**src/hw/isr_pkg.sv**
```systemverilog
// package: constants and types of the init source reset distributor
package isr_pkg;
	// ************************************************************
	// register map (byte addresses on the avalon slave)
	// ************************************************************
	localparam int ISR_AW = 5;
	localparam logic [4:0] ISR_OFS_CTRL = 5'h00;
	localparam logic [4:0] ISR_OFS_STATUS = 5'h04;
	localparam logic [4:0] ISR_OFS_MASK = 5'h08;
	localparam logic [4:0] ISR_OFS_STATE = 5'h0c;
	// ctrl fields
	localparam int ISR_CTRL_SW_RST = 0;
	localparam int ISR_CTRL_SEL_RST = 1;
	localparam int ISR_CTRL_STAT_EN = 2;
	localparam int ISR_CTRL_RX_EN = 3;
	// event bits, same layout in status and mask
	localparam int ISR_NEV = 6;
	localparam int ISR_EV_ALT = 0;
	localparam int ISR_EV_HOST = 1;
	localparam int ISR_EV_ISO = 2;
	localparam int ISR_EV_D3D0 = 3;
	localparam int ISR_EV_SW = 4;
	localparam int ISR_EV_SEL = 5;
	localparam logic [5:0] ISR_MASK_RST = 6'h00;
	// power states
	localparam logic [1:0] ISR_PWR_D0 = 2'h0;
	localparam logic [1:0] ISR_PWR_D3 = 2'h3;
	// ************************************************************
	// reset scopes, msb first: eeprom ucode mac mem pci phy pme stats
	// ************************************************************
	localparam logic [7:0] ISR_SCOPE_ALT = 8'hff;
	localparam logic [7:0] ISR_SCOPE_HOST = 8'hfd;
	localparam logic [7:0] ISR_SCOPE_PME = 8'h02;
	localparam logic [7:0] ISR_SCOPE_ISO = 8'ha8;
	localparam logic [7:0] ISR_SCOPE_D3D0 = 8'h79;
	localparam logic [7:0] ISR_SCOPE_SW = 8'h71;
	localparam logic [7:0] ISR_SCOPE_SEL = 8'h10;

	typedef struct packed {
		logic eeprom_load;
		logic microcode;
		logic mac_cfg;
		logic mem_ptr;
		logic pci_cfg;
		logic phy_cfg;
		logic pme;
		logic stats;
	} isr_scope_s;

	typedef enum logic [2:0] {
		ISR_CAUSE_NONE = 3'h0,
		ISR_CAUSE_ALT = 3'h1,
		ISR_CAUSE_HOST = 3'h2,
		ISR_CAUSE_ISO = 3'h3,
		ISR_CAUSE_D3D0 = 3'h4,
		ISR_CAUSE_SW = 3'h5,
		ISR_CAUSE_SEL = 3'h6
	} isr_cause_e;

	typedef struct packed {
		logic rd_busy;
		logic wr_busy;
		logic status_read;
		logic [7:0] rd_data;
	} isr_mgmt_in_s;

	typedef struct packed {
		logic terminate;
		logic wr_discard;
		logic status_en;
		logic rx_en;
		logic init_bit;
		logic [7:0] rd_data;
	} isr_mgmt_out_s;
endpackage : isr_pkg

```
**src/hw/isr_sync.sv**
```systemverilog
// three-flop synchroniser with agreement filter
`timescale 1ns/1ns
`default_nettype none
module isr_sync #(
	parameter int W = 1,
	parameter logic [W-1:0] RST_VAL = '0
) (
	input wire logic core_clk,
	input wire logic arst_n,
	input wire logic [W-1:0] d,
	output logic [W-1:0] q
);
	typedef struct packed {
		logic [W-1:0] s1;
		logic [W-1:0] s2;
		logic [W-1:0] s3;
		logic [W-1:0] q;
	} isr_sync_st_s;

	isr_sync_st_s st_reg;
	isr_sync_st_s st_next;
	logic [W-1:0] agree;

	// s1 only feeds s2; the filter looks at s2 and s3
	always_comb begin
		st_next = st_reg;
		agree = ~(st_reg.s2 ^ st_reg.s3);
		st_next.s1 = d;
		st_next.s2 = st_reg.s1;
		st_next.s3 = st_reg.s2;
		st_next.q = (st_reg.q & ~agree) | (st_reg.s2 & agree);
	end

	always_ff @(posedge core_clk or negedge arst_n) begin
		if (!arst_n) begin
			st_reg <= {RST_VAL, RST_VAL, RST_VAL, RST_VAL};
		end else begin
			st_reg <= st_next;
		end
	end

	assign q = st_reg.q;
endmodule : isr_sync
`default_nettype wire

```
**src/hw/isr_flag.sv**
```systemverilog
// sticky flags, set wins over clear
`timescale 1ns/1ns
`default_nettype none
module isr_flag #(
	parameter int W = 1
) (
	input wire logic core_clk,
	input wire logic arst_n,
	input wire logic [W-1:0] set,
	input wire logic [W-1:0] clr,
	output logic [W-1:0] q
);
	typedef struct packed {
		logic [W-1:0] q;
	} isr_flag_st_s;

	isr_flag_st_s st_reg;
	isr_flag_st_s st_next;

	// an event in the clearing cycle is kept
	always_comb begin
		st_next = st_reg;
		st_next.q = (st_reg.q & ~clr) | set;
	end

	always_ff @(posedge core_clk or negedge arst_n) begin
		if (!arst_n) begin
			st_reg <= '0;
		end else begin
			st_reg <= st_next;
		end
	end

	assign q = st_reg.q;
endmodule : isr_flag
`default_nettype wire

```
**src/hw/isr_dist.sv**
```systemverilog
// init source reset distributor: top module
//
// Local design decisions: the placing of the registers and register access over Avalon-MM.
`timescale 1ns/1ns
`default_nettype none
module isr_dist
	import isr_pkg::*;
(
	input wire logic core_clk,
	input wire logic arst_n,
	input wire logic [isr_pkg::ISR_AW-1:0] avs_address,
	input wire logic avs_read,
	input wire logic avs_write,
	input wire logic [31:0] avs_writedata,
	output logic [31:0] avs_readdata,
	output logic avs_waitrequest,
	output logic irq,
	input wire logic alt_hw_reset_n,
	input wire logic host_bus_reset_n,
	input wire logic bus_n_a,
	input wire logic aux_power,
	input wire logic [1:0] power_state,
	input wire isr_pkg::isr_mgmt_in_s mgmt_in,
	output var isr_pkg::isr_mgmt_out_s mgmt_out,
	output logic mgmt_alert_n_o,
	output logic mgmt_alert_n_oe,
	output var isr_pkg::isr_scope_s rst_scope,
	output var isr_pkg::isr_cause_e reset_cause
);
	import isr_pkg::*;

	// ************************************************************
	// state
	// ************************************************************
	typedef struct packed {
		logic ack;
		logic [31:0] rdata;
		logic stat_en;
		logic rx_en;
		logic [5:0] mask;
		logic [1:0] pwr_prev;
		logic alt_low_prev;
		logic host_low_prev;
		logic iso_low_prev;
		logic host_d3;
		logic abort_rd;
		logic abort_wr;
		logic terminate;
		logic [7:0] scope;
		isr_cause_e cause;
		logic [7:0] mgmt_rd_data;
	} isr_dist_st_s;

	isr_dist_st_s st_reg;
	isr_dist_st_s st_next;

	logic [3:0] pins_s;
	logic alt_low;
	logic host_low;
	logic iso_low;
	logic aux_s;
	logic alt_fall;
	logic host_fall;
	logic host_rise;
	logic iso_rise;
	logic host_lvl;
	logic host_tp;
	logic d3d0;
	logic bus_req;
	logic accept;
	logic wr_ctrl;
	logic sw_ev;
	logic sel_ev;
	logic hard_rst;
	logic [5:0] ev;
	logic [5:0] ev_clr;
	logic [5:0] ev_stat;
	logic [1:0] am_set;
	logic [1:0] am_clr;
	logic [1:0] am_q;

	// ************************************************************
	// pin synchronisers
	// ************************************************************
	// async pins pass three flops
	isr_sync #(
		.W(4),
		.RST_VAL(4'h7)
	) u_sync (
		.core_clk(core_clk),
		.arst_n(arst_n),
		.d({aux_power, bus_n_a, host_bus_reset_n, alt_hw_reset_n}),
		.q(pins_s)
	);

	assign alt_low = ~pins_s[0];
	assign host_low = ~pins_s[1];
	assign iso_low = ~pins_s[2];
	assign aux_s = pins_s[3];

	// ************************************************************
	// source events
	// ************************************************************
	assign alt_fall = alt_low & ~st_reg.alt_low_prev;
	assign host_fall = host_low & ~st_reg.host_low_prev;
	assign host_rise = ~host_low & st_reg.host_low_prev;
	assign iso_rise = ~iso_low & st_reg.iso_low_prev;
	// host reset entered in d3 acts on release
	assign host_lvl = host_low & ~st_reg.host_d3 & ~(host_fall & (power_state == ISR_PWR_D3));
	assign host_tp = host_rise & st_reg.host_d3;
	assign d3d0 = (st_reg.pwr_prev == ISR_PWR_D3) & (power_state == ISR_PWR_D0);
	assign hard_rst = alt_low | host_lvl | host_tp | iso_rise;

	assign bus_req = avs_read | avs_write;
	assign accept = bus_req & st_reg.ack;
	assign wr_ctrl = accept & avs_write & (avs_address == ISR_OFS_CTRL);
	assign sw_ev = wr_ctrl & avs_writedata[ISR_CTRL_SW_RST];
	assign sel_ev = wr_ctrl & avs_writedata[ISR_CTRL_SEL_RST];

	always_comb begin
		ev = '0;
		ev[ISR_EV_ALT] = alt_fall;
		ev[ISR_EV_HOST] = (host_fall & host_lvl) | host_tp;
		ev[ISR_EV_ISO] = iso_rise;
		ev[ISR_EV_D3D0] = d3d0;
		ev[ISR_EV_SW] = sw_ev;
		ev[ISR_EV_SEL] = sel_ev;
		ev_clr = '0;
		if (accept && avs_write && (avs_address == ISR_OFS_STATUS)) begin
			ev_clr = avs_writedata[5:0];
		end
	end

	// ************************************************************
	// interrupt status, write one to clear
	// ************************************************************
	isr_flag #(
		.W(ISR_NEV)
	) u_stat (
		.core_clk(core_clk),
		.arst_n(arst_n),
		.set(ev),
		.clr(ev_clr),
		.q(ev_stat)
	);

	// ************************************************************
	// alert and init bit toward the management controller
	// ************************************************************
	// alert and init bit set by d3d0
	assign am_set = {d3d0, d3d0};
	// both cleared only by a status word read
	assign am_clr = {mgmt_in.status_read, mgmt_in.status_read};

	isr_flag #(
		.W(2)
	) u_alert (
		.core_clk(core_clk),
		.arst_n(arst_n),
		.set(am_set),
		.clr(am_clr),
		.q(am_q)
	);

	// ************************************************************
	// next state
	// ************************************************************
	always_comb begin
		st_next = st_reg;
		st_next.pwr_prev = power_state;
		st_next.alt_low_prev = alt_low;
		st_next.host_low_prev = host_low;
		st_next.iso_low_prev = iso_low;
		if (host_fall && (power_state == ISR_PWR_D3)) begin
			st_next.host_d3 = 1'h1;
		end else if (!host_low) begin
			st_next.host_d3 = 1'h0;
		end

		st_next.scope = 8'h00;
		if (alt_low) begin
			st_next.scope = st_next.scope | ISR_SCOPE_ALT;
		end
		// host clears pme only without aux power
		if (host_lvl || host_tp) begin
			st_next.scope = st_next.scope | ISR_SCOPE_HOST;
			if (!aux_s) begin
				st_next.scope = st_next.scope | ISR_SCOPE_PME;
			end
		end
		if (iso_rise) begin
			st_next.scope = st_next.scope | ISR_SCOPE_ISO;
		end
		if (d3d0) begin
			st_next.scope = st_next.scope | ISR_SCOPE_D3D0;
		end
		if (sw_ev) begin
			st_next.scope = st_next.scope | ISR_SCOPE_SW;
		end
		if (sel_ev) begin
			st_next.scope = st_next.scope | ISR_SCOPE_SEL;
		end

		// highest ranked active source is reported
		if (alt_low) begin
			st_next.cause = ISR_CAUSE_ALT;
		end else if (host_lvl || host_tp) begin
			st_next.cause = ISR_CAUSE_HOST;
		end else if (iso_rise) begin
			st_next.cause = ISR_CAUSE_ISO;
		end else if (d3d0) begin
			st_next.cause = ISR_CAUSE_D3D0;
		end else if (sw_ev) begin
			st_next.cause = ISR_CAUSE_SW;
		end else if (sel_ev) begin
			st_next.cause = ISR_CAUSE_SEL;
		end

		// host side never waits on the mgmt transaction
		// hard resets cut the mgmt bus at once
		st_next.terminate = hard_rst;
		// read aborted until its cycle ends
		st_next.abort_rd = mgmt_in.rd_busy & (d3d0 | st_reg.abort_rd);
		st_next.abort_wr = mgmt_in.wr_busy & (d3d0 | hard_rst | st_reg.abort_wr);
		st_next.mgmt_rd_data = st_next.abort_rd ? 8'h00 : mgmt_in.rd_data;

		// ************************************************************
		// avalon slave: one wait cycle then answer
		// ************************************************************
		st_next.ack = bus_req & ~st_reg.ack;
		if (avs_read && !st_reg.ack) begin
			case (avs_address)
				ISR_OFS_CTRL: begin
					st_next.rdata = {28'h0000000, st_reg.rx_en, st_reg.stat_en, 2'h0};
				end
				ISR_OFS_STATUS: begin
					st_next.rdata = {26'h0000000, ev_stat};
				end
				ISR_OFS_MASK: begin
					st_next.rdata = {26'h0000000, st_reg.mask};
				end
				ISR_OFS_STATE: begin
					st_next.rdata = {23'h000000, aux_s, power_state, st_reg.cause,
						st_reg.abort_rd | st_reg.abort_wr, am_q};
				end
				default: begin
					st_next.rdata = 32'h00000000;
				end
			endcase
		end
		if (wr_ctrl) begin
			st_next.stat_en = avs_writedata[ISR_CTRL_STAT_EN];
			st_next.rx_en = avs_writedata[ISR_CTRL_RX_EN];
		end
		if (accept && avs_write && (avs_address == ISR_OFS_MASK)) begin
			st_next.mask = avs_writedata[5:0];
		end
		// status and receive enable forced inactive
		if (hard_rst || d3d0) begin
			st_next.stat_en = 1'h0;
			st_next.rx_en = 1'h0;
		end
	end

	always_ff @(posedge core_clk or negedge arst_n) begin
		if (!arst_n) begin
			st_reg <= '{
				ack: 1'h0,
				rdata: 32'h00000000,
				stat_en: 1'h0,
				rx_en: 1'h0,
				mask: ISR_MASK_RST,
				pwr_prev: ISR_PWR_D0,
				alt_low_prev: 1'h0,
				host_low_prev: 1'h0,
				iso_low_prev: 1'h0,
				host_d3: 1'h0,
				abort_rd: 1'h0,
				abort_wr: 1'h0,
				terminate: 1'h0,
				scope: 8'h00,
				cause: ISR_CAUSE_NONE,
				mgmt_rd_data: 8'h00
			};
		end else begin
			st_reg <= st_next;
		end
	end

	// ************************************************************
	// outputs
	// ************************************************************
	assign avs_waitrequest = bus_req & ~st_reg.ack;
	assign avs_readdata = st_reg.rdata;
	assign irq = |(ev_stat & st_reg.mask);
	assign rst_scope = isr_scope_s'(st_reg.scope);
	assign reset_cause = st_reg.cause;
	// one driver for the whole struct
	assign mgmt_out = '{st_reg.terminate, st_reg.abort_wr, st_reg.stat_en, st_reg.rx_en,
		am_q[1], st_reg.mgmt_rd_data};
	// open drain: only ever pulls low
	assign mgmt_alert_n_o = 1'h0;
	assign mgmt_alert_n_oe = am_q[0];

	// ************************************************************
	// checks
	// ************************************************************
	a_sel_scope_only: assert property (
		@(posedge core_clk) disable iff (!arst_n)
		(sel_ev && !sw_ev && !hard_rst && !d3d0) |=> (rst_scope == ISR_SCOPE_SEL))
		else $error("selective reset scope wrong");
	a_sw_within_d3d0: assert property (
		@(posedge core_clk) disable iff (!arst_n)
		sw_ev |=> ((rst_scope & ISR_SCOPE_SW) == ISR_SCOPE_SW) && !rst_scope.pci_cfg
			|| $past(hard_rst || d3d0))
		else $error("software reset scope wrong");
	a_eeprom_source: assert property (
		@(posedge core_clk) disable iff (!arst_n)
		rst_scope.eeprom_load |-> $past(hard_rst))
		else $error("eeprom load without hard reset");
	a_pme_aux_kept: assert property (
		@(posedge core_clk) disable iff (!arst_n)
		(host_lvl && aux_s && !alt_low) |=> !rst_scope.pme)
		else $error("pme cleared with aux power");
	a_iso_trailing: assert property (
		@(posedge core_clk) disable iff (!arst_n)
		(iso_low && !alt_low && !host_lvl && !host_tp && !d3d0) |=> !rst_scope.pci_cfg)
		else $error("bus_n_a acted before release");
	a_term_mgmt: assert property (
		@(posedge core_clk) disable iff (!arst_n)
		hard_rst |=> mgmt_out.terminate && !mgmt_out.status_en && !mgmt_out.rx_en)
		else $error("mgmt not terminated");
	a_abort_zero: assert property (
		@(posedge core_clk) disable iff (!arst_n)
		(d3d0 && mgmt_in.rd_busy) ##1 mgmt_in.rd_busy |-> (mgmt_out.rd_data == 8'h00))
		else $error("aborted read returned data");
	a_write_discard: assert property (
		@(posedge core_clk) disable iff (!arst_n)
		(d3d0 && mgmt_in.wr_busy) |=> mgmt_out.wr_discard)
		else $error("write not discarded");
	a_alert_init: assert property (
		@(posedge core_clk) disable iff (!arst_n)
		d3d0 |=> mgmt_alert_n_oe && mgmt_out.init_bit)
		else $error("no alert after d3d0");
	a_alert_hold: assert property (
		@(posedge core_clk) disable iff (!arst_n)
		(mgmt_alert_n_oe && !mgmt_in.status_read) |=> mgmt_alert_n_oe)
		else $error("alert dropped before status read");
	a_bus_one_wait: assert property (
		@(posedge core_clk) disable iff (!arst_n)
		avs_waitrequest |=> !avs_waitrequest)
		else $error("waitrequest held too long");
endmodule : isr_dist
`default_nettype wire

```
**config.mk**
```make
export PLATFORM = sky130hd
export DESIGN_NAME = isr_dist
export DESIGN_NICKNAME = d
export VERILOG_FILES = /design/src/hw/isr_pkg.sv /design/src/hw/isr_sync.sv /design/src/hw/isr_flag.sv /design/src/hw/isr_dist.sv
export SDC_FILE = /design/constraint.sdc
export NUM_CORES = 1
export LEC_CHECK = 0
export ABC_AREA = 1
export BUFFER_PORTS_ARGS = -buffer_cell sky130_fd_sc_hd__buf_2
export CAP_MARGIN = 30
export CORE_MARGIN = 2
export CORE_UTILIZATION = 49
export DETAILED_ROUTE_END_ITERATION = 7
export PLACE_DENSITY = 0.89
export SLEW_MARGIN = 0
export SYNTH_ARGS = -nofsm -noshare
export SYNTH_HDL_FRONTEND = slang
export SYNTH_SLANG_ARGS = --single-unit
```
**constraint.sdc**
```tcl
create_clock -name core_clk -period 1.45 [get_ports core_clk]
set_clock_uncertainty 0.1 [all_clocks]
set_input_delay 0.2175 -clock core_clk [delete_from_list [all_inputs] [get_ports core_clk]]
set_output_delay 0.2175 -clock core_clk [all_outputs]
set_load 0.03 [all_outputs]
```
== After elaboration in Yosys (flattened, before gate mapping) ==
Cells that the tools add are included.

* Word-level logic and storage cells: 109
* Output and inout bits: 60
* Flip-flop bits (word level): 93

* Equal/unequal tests: 6
* Reduce and logical (&&, ||, !) cells: 13
* Multiplexer cells: 20
* Bitwise operators: 48

{| class="wikitable"
|+ Operators with widths
! kind !! count
|-
| $pmux 9 s4 || 1
|-
| $mux 8 || 4
|-
| $and 1x1->1 || 18
|-
| $mux 3 || 6
|-
| $mux 7 || 2
|-
| $and 6x6->6 || 2
|-
| $eq 5x4->1 const B || 2
|-
| $or 1x1->1 || 9
|-
| $and 4x4->4 || 2
|-
| $not 1->1 || 8
|-
| $not 4->4 || 2
|-
| $mux 2 || 3
|-
| $mux 6 || 1
|-
| $ne 6x6->1 const B || 1
|-
| $not 6->6 || 1
|-
| $or 6x6->6 || 1
|-
| $reduce_or 6->1 || 1
|-
| $eq 5x3->1 const B || 1
|-
| $logic_and 1x1->1 || 5
|-
| $logic_not 5->1 || 1
|-
| $mux 5 || 1
|-
| $eq 2x2->1 const B || 2
|-
| $or 4x4->4 || 1
|-
| $reduce_bool 2->1 || 2
|-
| 8 further kinds || 10
|}

== Longest topological paths before layout ==
Gate-level depths: netlist (run 1).

* Depth after elaboration: 11
* Depth in mapped cells: 9

== Cells and area by module ==
A second synthesis (run 1) with hierarchy kept.

* Cell total of the unflattened synthesis: 365
* Area total of the unflattened synthesis: 3266.9 um^2

{| class="wikitable"
|+ Modules (own cells, without submodules)
! module !! area each (um^2) !! instances !! sequential area each (um^2) !! cells each
|-
| isr_dist || 2436.1 || 1 || 1126.1 || 289
|-
| isr_sync || 510.5 || 1 || 415.4 || 36
|-
| isr_flag (u_stat) || 240.2 || 1 || 150.1 || 30
|-
| isr_flag (u_alert) || 80.1 || 1 || 50.0 || 10
|}

== Worst setup path before layout (run 1) ==
No wires, ideal clock.

* Path type: reg2reg
* From: register with a tool-made name
* To: register st_reg, in the netlist reset_cause[1]
* Setup time: 0.116 ns
* Slack: 0.120 ns
* Clock period less this slack: 1.330 ns
* Data arrival time: 1.114 ns
* Buffers on the path: 0
* Cell stages (with the launch flop): 8
* Data required time: 1.234 ns
* Cells stage by stage: dfstp_2 nor2_1 nand2_2 nand2_2 nor2_4 nand3_2 nor2_1 nor2_2

{| class="wikitable"
|+ RTL lines
! element !! RTL line !! text
|-
| end signal: assignment || isr_dist.sv:267 || <nowiki>st_reg <= '{</nowiki>
|-
| end signal: assignment || isr_dist.sv:286 || <nowiki>st_reg <= st_next;</nowiki>
|-
| end: declaration || isr_dist.sv:54 || <nowiki>isr_dist_st_s st_reg;</nowiki>
|}

== Final worst setup path (run 1) ==
* From: register u_stat.st_reg, in the netlist u_stat.q[4]
* To: output irq

* Word-level cells in the longest chain between the ends: 2

{| class="wikitable"
|+ RTL lines
! element !! RTL line !! text
|-
| start: declaration || isr_flag.sv:17 || <nowiki>isr_flag_st_s st_reg;</nowiki>
|-
| start signal: assignment || isr_flag.sv:30 || <nowiki>st_reg <= st_next;</nowiki>
|-
| $and 6x6->6 || isr_dist.sv:295 || <nowiki>assign irq = |(ev_stat & st_reg.mask);</nowiki>
|-
| $reduce_or 6->1 || isr_dist.sv:295 ||
|-
| end: declaration || isr_dist.sv:17 || <nowiki>output logic irq,</nowiki>
|}

No other way between the ends.

==> out/metrics.yaml, run 1 <==
power_and_ir_drop:
  irDropWorstVdd_mv: 0.758
  p_leak_nw: 1.97
  powerDensity_nw_per_um2: 1190
routing:
  final_antenna_net_count: 0
  drt_iter0_drc: 114
  routedWlPerCell_um: 13.2
  viasPerCell: 4.64
  drc: 0
  vias: 2248
  wl_mm: 6.40
  dr.pass1.iters: 4
worst_setup_path:
  path_cells: "nand2_1, o21ai_2, a21oi_1, nand4_1, buf_6"
  end_kind: "output pin"
  cp_slowest_cell: "dfrtp_1"
  path_class: "reg2out"
  startpoint_type: "flip-flop"
  slowest_delay_ns: 0.39
  cp.required_ns: 1.13
  cp.arrival_ns: 1.28
  cp_max_fo: 2
cts:
  cts_buffer_depth: 2
  cts_tree: "done"
  h-tree-depth: 3
  numCtsBuffers: 9
  clock-sinks: 69
  clk_latency_ns: 0.34
  path_clk_slew_ns: 0.08
  root_buffer: "clkbuf_8"
timing:
  setup_slack_ns: -0.146
  fin_crit_ns: 1.60
  finalMaxSlewViolations: 0
  fin_tns_setup_ns: -0.146
  rsz0062_at_grt: "true"
  final_hold_viol_count: 0
  setup_viol: 1
  fmaxAchievable_ghz: 0.626
  period_share_pct: 110
logic_synthesis:
  yosys_register_bits: 69
  synth_cell_types: 28
  synth_cells: 327
  yosysSeqAreaShare_pct: 55.0
  syn_area_per_cell_sq_um: 9.69
  synth_area_sq_um: 3170
  ys.warnings.count: 0
layout:
  layout-drive-gt1-share_pct: 36.8
  largest_reg_flops: 14
  fill_cells: 528
  instances_no_fill: 485
  nNetsFinal: 461
  diodes: 0
  area_growth_pct: 21.5
floorplanning:
  core_sq_um: 6310
  fp-row-count: 29
  fp.dieH_um: 84.4
  die_w_um: 84.4
  start_util_pct: 50.2
  io-pin-count: 118
  dieArea_sq_um: 7130
job:
  drv_cap: 0
placed_design:
  placed_cells: 442
  dp_hpwl_mm: 4.50
  io_buffers: 67
  place.gp.congestion: 0.856
global_routing:
  grt_pass1_vias: 2228
  grt_pass1_wl_mm: 10.2
  overflow: 0
  globalRouteTotalUtil_pct: 18.4
  antenna_found_initial: 0
  grt_max_degree: 34
run_status:
  violations: "negative setup slack"
  outcome: "finished with violations"
hold_path:
  min_path_type: "in2reg"
what timing repair did:
item,4_1_cts,5_1_grt
endpoints found under the setup margin,5,14
gates resized for setup,9,17
endpoints found under the hold margin,82,0
pin swaps,2,11
setup buffers,4,7
hold buffers,16,0
cell usage after synthesis, drive strengths merged:
cell type	number	share of area (%)
a21oi	3	0.47
a21boi	2	0.47
o21a	1	0.24
o211ai	1	0.24
nand4	7	1.8
inv	41	4.9
nand2	63	7.8
o21ai	33	6.0
nor2	30	5.1
nor3	1	0.16
nand3	11	2.4
clkinv	1	0.12
conb	1	0.12
maj3	4	1.3
dfrtp	57	45
buf	59	14
dfstp	12	9.9
worst paths after layout:
kind	from	endpoint	slack [ns]	cells after the start
min in group asynchronous	arst_n	st_reg[29]	0.33	3
worst max register to register	flip-flop	reset_cause[1]	0.03	7
worst min register to register	u_sync.st_next[8]	u_sync.st_next[4]	0.26	0
max in group asynchronous	arst_n	asynchronous set/reset pin	0.65	3
worst max-delay path	u_stat.q[4]	irq	-0.15	5
worst min-delay path	mgmt_in[9]	mgmt_out[11]	0.009	2
per-layer routing:
metal	vias to the layer above	track usage, %	part of all wire, %
li1	1089	-	-
met1	1083	21.9	39
met2	66	31.5	54
met3	10	5.60	5.3
met4	0	7.36	1.9
met5	-	0	0
critical path: cells and delay by family (launching register included):
family | cells | cell delay [ns]
buffers and inverters | 1 | 0.17
DFF | 1 | 0.39
and+or+nand+nor | 2 | 0.22
AOI/OAI and AO/OA | 2 | 0.16
cell families after synthesis:
kind of cell / share of synthesized area, %
other: 0.118
and+or+nand+nor: 17.3
DFF: 55.0
buffers and inverters: 18.9
AOI/OAI and AO/OA: 7.46
adders and majority gates: 1.26
stage by stage:
stage	setup WS [ns]	power (mW)	hold slack [ns]	utilization [%]	area (sq um)
finish	-0.146	4.58	0.00916	61.0	3850
global route	-0.233	4.82	0.00619	61.0	3850
CTS	-0.137	4.56	0.00165	59.1	3730
detailed placement	-0.00704	2.99	0.154	52.8	3340
global placement	0.0560	2.97	0.149	52.8	3340
floorplan	0.120	2.86	-0.178	-	3260
power breakdown:
group          switching [mW]  internal (mW)  leakage, nW
clock network           0.684          0.793       0.0866
registers              0.0982           2.09        0.818
logic                   0.599          0.316         1.06
total                    1.38           3.20         1.97
layout make-up:
class	instances	area, sq um	area share [%]
clock buffer	12	135	3.51
clock inverter	4	50.0	1.30
inverter	42	158	4.09
multi-input combinational	180	992	25.8
sequential	69	1740	45.2
tap	77	96.3	2.50
timing repair buffer	101	677	17.6
cells in the final DEF (no fill, tap or decap), types with 8 or more instances in the layout:
cell,Yosys,final
buf_2,2,65
buf_4,56,16
clkbuf_8,0,9
conb_1,1,24
dfrtp_1,57,57
dfstp_2,12,12
dlygate4sd3_1,0,16
inv_1,37,35
nand2_1,59,58
nor2_1,22,18
nor2_4,6,8
o21ai_0,23,20
o21ai_2,7,9
No activity file was read; power rests on OpenSTA's default activity.
==> inputs of run 2 (changes only) <==
--- a/config.mk
+++ b/config.mk
@@ -11,7 +11,7 @@
 export CORE_MARGIN = 2
 export CORE_UTILIZATION = 49
 export DETAILED_ROUTE_END_ITERATION = 7
-export PLACE_DENSITY = 0.89
+export PLACE_DENSITY_LB_ADDON = 0.05
 export SLEW_MARGIN = 0
 export SYNTH_ARGS = -nofsm -noshare
 export SYNTH_HDL_FRONTEND = slang
==> out/metrics.yaml, run 2 (same netlist as run 1, synthesis figures left out) <==
layout:
  area_growth_pct: 19.6
  final_cell_mix: "buf_2, nand2_1, dfrtp_1"
  layout-drive-gt1-share_pct: 36.1
  register_area_sq_um: 1740
  fin_util_pct: 60.0
  final_common_cell: "buf_2"
  largest_reg_flops: 14
  diodes: 0
  fill_cells: 578
  nNetsFinal: 457
  fin_area_sq_um: 3790
  multi_input_area_sq_um: 967
placed_design:
  placed_area_sq_um: 3330
  place.gp.congestion: 0.788
  io_buffers: 67
  dp_hpwl_mm: 3.94
floorplanning:
  die_w_um: 84.4
  fp-row-count: 29
  start_util_pct: 50.2
  io-pin-count: 118
  fp.dieH_um: 84.4
  dieArea_sq_um: 7130
  core_sq_um: 6310
timing:
  rsz0062_at_grt: "true"
  setup_slack_ns: -0.130
  fmaxAchievable_ghz: 0.633
  final_hold_viol_count: 0
  fin_crit_ns: 1.58
  finalMaxSlewViolations: 0
  period_share_pct: 109
  setup_viol: 1
global_routing:
  grt_pass1_vias: 2021
  overflow: 0
  grt_max_degree: 70
  antenna_found_initial: 0
  grt_pass1_wl_mm: 9.18
  globalRouteTotalUtil_pct: 16.7
cts:
  h-tree-depth: 3
  clk_latency_ns: 0.34
  cts_buffer_depth: 2
  path_clk_slew_ns: 0.07
  clock-sinks: 69
  numCtsBuffers: 9
  cts_tree: "done"
  root_buffer: "clkbuf_8"
worst_setup_path:
  rr_endpoint: "reset_cause[2]"
  path_cells: "nand2_1, o21ai_2, a21oi_1, nand4_1, buf_6"
  cp.required_ns: 1.13
  startpoint_type: "flip-flop"
  path_class: "reg2out"
  r2r_slack_ns: 0.06
  cp.arrival_ns: 1.26
  cp_num_buf_inv: 1
  end_kind: "output pin"
  cp_slowest_cell: "dfrtp_1"
  cp_top_family: "flip-flops"
  reg2regPathDepth: 7
  cp_max_fo: 2
  slowest_delay_ns: 0.39
routing:
  viasPerCell: 4.46
  dr.pass1.iters: 4
  wl_mm: 5.76
  final_antenna_net_count: 0
  drc: 0
  drt_iter0_drc: 85
  routedWlPerCell_um: 12.0
  vias: 2146
hold_path:
  whs_endpoint: "mgmt_out[11]"
  min_path_type: "in2reg"
  min_delay_path_depth: 2
  min_from: "mgmt_in[9]"
job:
  drv_cap: 0
power_and_ir_drop:
  irDropWorstVdd_mv: 0.744
  p_leak_nw: 1.94
  powerDensity_nw_per_um2: 1220
run_status:
  outcome: "finished with violations"
  violations: "negative setup slack"
==> run 2: changes by cell type in the layout (fill, tap and decap cells not counted), sizes merged <==
cell	previous run	this run
buf	85	81
clkbuf	12	10
clkinv	2	3
clkinvlp	2	3
==> run 2: worst max path at each step <==
stage                      from        endpoint  slack (ns)  depth (start not counted)
floorplan             flip-flop  reset_cause[1]        0.12                          7
global placement      flip-flop  reset_cause[1]        0.04                          7
detailed placement    flip-flop  reset_cause[1]        0.03                          7
CTS                 u_stat.q[5]             irq       -0.14                          5
global route        u_stat.q[5]             irq       -0.17                          5
finish              u_stat.q[4]             irq       -0.13                          5
==> run 2: timing repair <==
item	in CTS	in global routing
resized for setup	10	16
hold buffers	16	0
pin swaps	3	5
endpoints found under the setup margin	2	15
endpoints found under the hold margin	73	0
buffers inserted	4	2
==> run 2: cell type report <==
cell class	count	share of cell area, %
tap	77	2.54
inverter	42	4.16
sequential	69	46.0
clock inverter	6	1.65
clock buffer	10	3.63
timing repair buffer	97	16.5
multi-input combinational	180	25.5
==> run 2: where the power goes <==
group / internal (mW) / leakage, nW / switching, mW
clock: 0.834 / 0.0943 / 0.720
sequential: 2.09 / 0.816 / 0.0889
combinational: 0.298 / 1.03 / 0.577
total: 3.23 / 1.94 / 1.39
==> run 2: routing by layer <==
| layer | GRT usage [%] | share of wire (%) |
|---|---|---|
| met3 | 5.80 | 7.4 |
| met5 | 0 | 0 |
| met1 | 20.5 | 44 |
| met2 | 27.1 | 46 |
| met4 | 6.64 | 2.1 |
==> run 2: metrics by stage <==
| step | std cells | TNS [ns] | total power [mW] | hold slack [ns] | setup WS, ns |
|---|---|---|---|---|---|
| 2_1_floorplan | 350 | 0 | 2.86 | -0.178 | 0.120 |
| 3_3_place_gp | 444 | 0 | 2.97 | 0.169 | 0.0435 |
| 3_5_place_dp | 444 | 0 | 2.98 | 0.165 | 0.0293 |
| 4_1_cts | 479 | -0.144 | 4.63 | 0.00978 | -0.144 |
| 5_1_grt | 481 | -0.192 | 4.84 | 0.0122 | -0.172 |
| 6_report | 481 | -0.130 | 4.61 | 0.0228 | -0.130 |
==> inputs of run 3 (changes only) <==
==> constraint.sdc (replaced) <==
create_clock -name core_clk -period 1.45 [get_ports core_clk]
set_clock_uncertainty 0.1 [all_clocks]
set_input_delay 0.2175 -clock core_clk [delete_from_list [all_inputs] [get_ports core_clk]]
set_output_delay 0.2175 -clock core_clk [all_outputs]
set_load 0.005 [all_outputs]
==> out/metrics.yaml, run 3 (same netlist as run 1, synthesis figures left out) <==
layout:
  fill_cells: 574
  fin_area_sq_um: 3790
  final_cell_mix: "buf_2, nand2_1, dfrtp_1"
  area_growth_pct: 19.6
  diodes: 0
  layout-drive-gt1-share_pct: 36.3
  fin_util_pct: 60.0
  largest_reg_flops: 14
  final_common_cell: "buf_2"
  nNetsFinal: 458
power_and_ir_drop:
  p_leak_nw: 1.95
  powerDensity_nw_per_um2: 1150
  totalPowerFinal_mw: 4.35
  irDropWorstVdd_mv: 0.703
placed_design:
  dp_hpwl_mm: 3.94
  io_buffers: 67
  placed_area_sq_um: 3330
  place.gp.congestion: 0.788
timing:
  setup_viol: 1
  final_hold_viol_count: 0
  fmaxAchievable_ghz: 0.658
  rsz0062_at_grt: "true"
  holdWs_ns: 0.0253
  fin_tns_setup_ns: -0.0699
  setup_slack_ns: -0.0699
  period_share_pct: 105
  finalMaxSlewViolations: 0
  fin_crit_ns: 1.52
floorplanning:
  die_w_um: 84.4
  start_util_pct: 50.2
  io-pin-count: 118
  dieArea_sq_um: 7130
  fp-row-count: 29
  fp.dieH_um: 84.4
  core_sq_um: 6310
routing:
  wl_mm: 5.79
  drc: 0
  dr.pass1.iters: 4
  final_antenna_net_count: 0
  drt_iter0_drc: 96
  viasPerCell: 4.42
  routedWlPerCell_um: 12.0
  vias: 2130
cts:
  clk_latency_ns: 0.33
  h-tree-depth: 3
  clock-sinks: 69
  path_clk_slew_ns: 0.08
  cts_buffer_depth: 2
  cts_tree: "done"
  numCtsBuffers: 9
  root_buffer: "clkbuf_8"
run_status:
  outcome: "finished with violations"
  violations: "negative setup slack"
job:
  drv_cap: 0
worst_setup_path:
  startpoint_type: "flip-flop"
  cp_max_fo: 2
  cp.arrival_ns: 1.20
  path_class: "reg2out"
  cp.required_ns: 1.13
  end_kind: "output pin"
global_routing:
  antenna_found_initial: 0
  grt_pass1_vias: 1995
  grt_max_degree: 70
  overflow: 0
  grt_pass1_wl_mm: 9.11
  globalRouteTotalUtil_pct: 16.6
hold_path:
  min_path_type: "in2reg"
## run 3: per-layer routing
metal	track usage (%)	vias to the layer above	part of all wire, %
met5	0	-	0
met2	27.1	70	48
li1	-	1080	-
met4	5.63	0	0.74
met3	5.70	4	6.8
met1	20.7	976	44
## run 3: layout make-up
cell class / instances / area [sq um] / area share [%]
clock inverters: 6 / 62.6 / 1.65
well taps: 77 / 96.3 / 2.54
inverters: 42 / 158 / 4.16
clock buffers: 10 / 138 / 3.63
multi-input cells: 180 / 971 / 25.6
repair buffers: 98 / 624 / 16.5
flip-flops and latches: 69 / 1740 / 45.9
## run 3: through the flow
| stage | std cells | setup WS [ns] |
|---|---|---|
| floorplan | 350 | 0.120 |
| global placement | 444 | 0.0435 |
| detailed placement | 444 | 0.0293 |
| CTS | 479 | -0.0918 |
| global route | 482 | -0.125 |
| finish | 482 | -0.0699 |
## run 3: power by group
group | switching, mW | internal (mW)
Combinational | 0.337 | 0.286
Sequential | 0.0862 | 2.09
Clock | 0.713 | 0.834
## run 3: path summary, 6_finish.rpt
| path | from | endpoint | slack, ns | depth (start not counted) |
|---|---|---|---|---|
| max | st_reg[33] | irq | -0.07 | 5 |
| max in group asynchronous | arst_n | asynchronous set/reset pin | 0.59 | 3 |
| min in group asynchronous | arst_n | avs_readdata[7] | 0.32 | 3 |
| max reg2reg | flip-flop | reset_cause[2] | 0.05 | 7 |
| min reg2reg | u_sync.st_next[11] | u_sync.st_next[7] | 0.25 | 0 |
| min | mgmt_in[9] | mgmt_out[11] | 0.03 | 2 |
## run 3: critical path: stages (launching register included)
cell and delay, ns:
dfrtp_1 0.39, inv_2 0.07, o21ai_2 0.06, a21oi_2 0.10
nand4_1 0.09, buf_2 0.14
## run 3: repair_timing
item | 4_1_cts | 5_1_grt
cloned | 0 | 0
setup endpoints to repair | 2 | 9
buffers inserted | 3 | 3
resized for setup | 5 | 13
pin swaps | 0 | 4
hold endpoints to repair | 73 | 0
hold buffers | 16 | 0
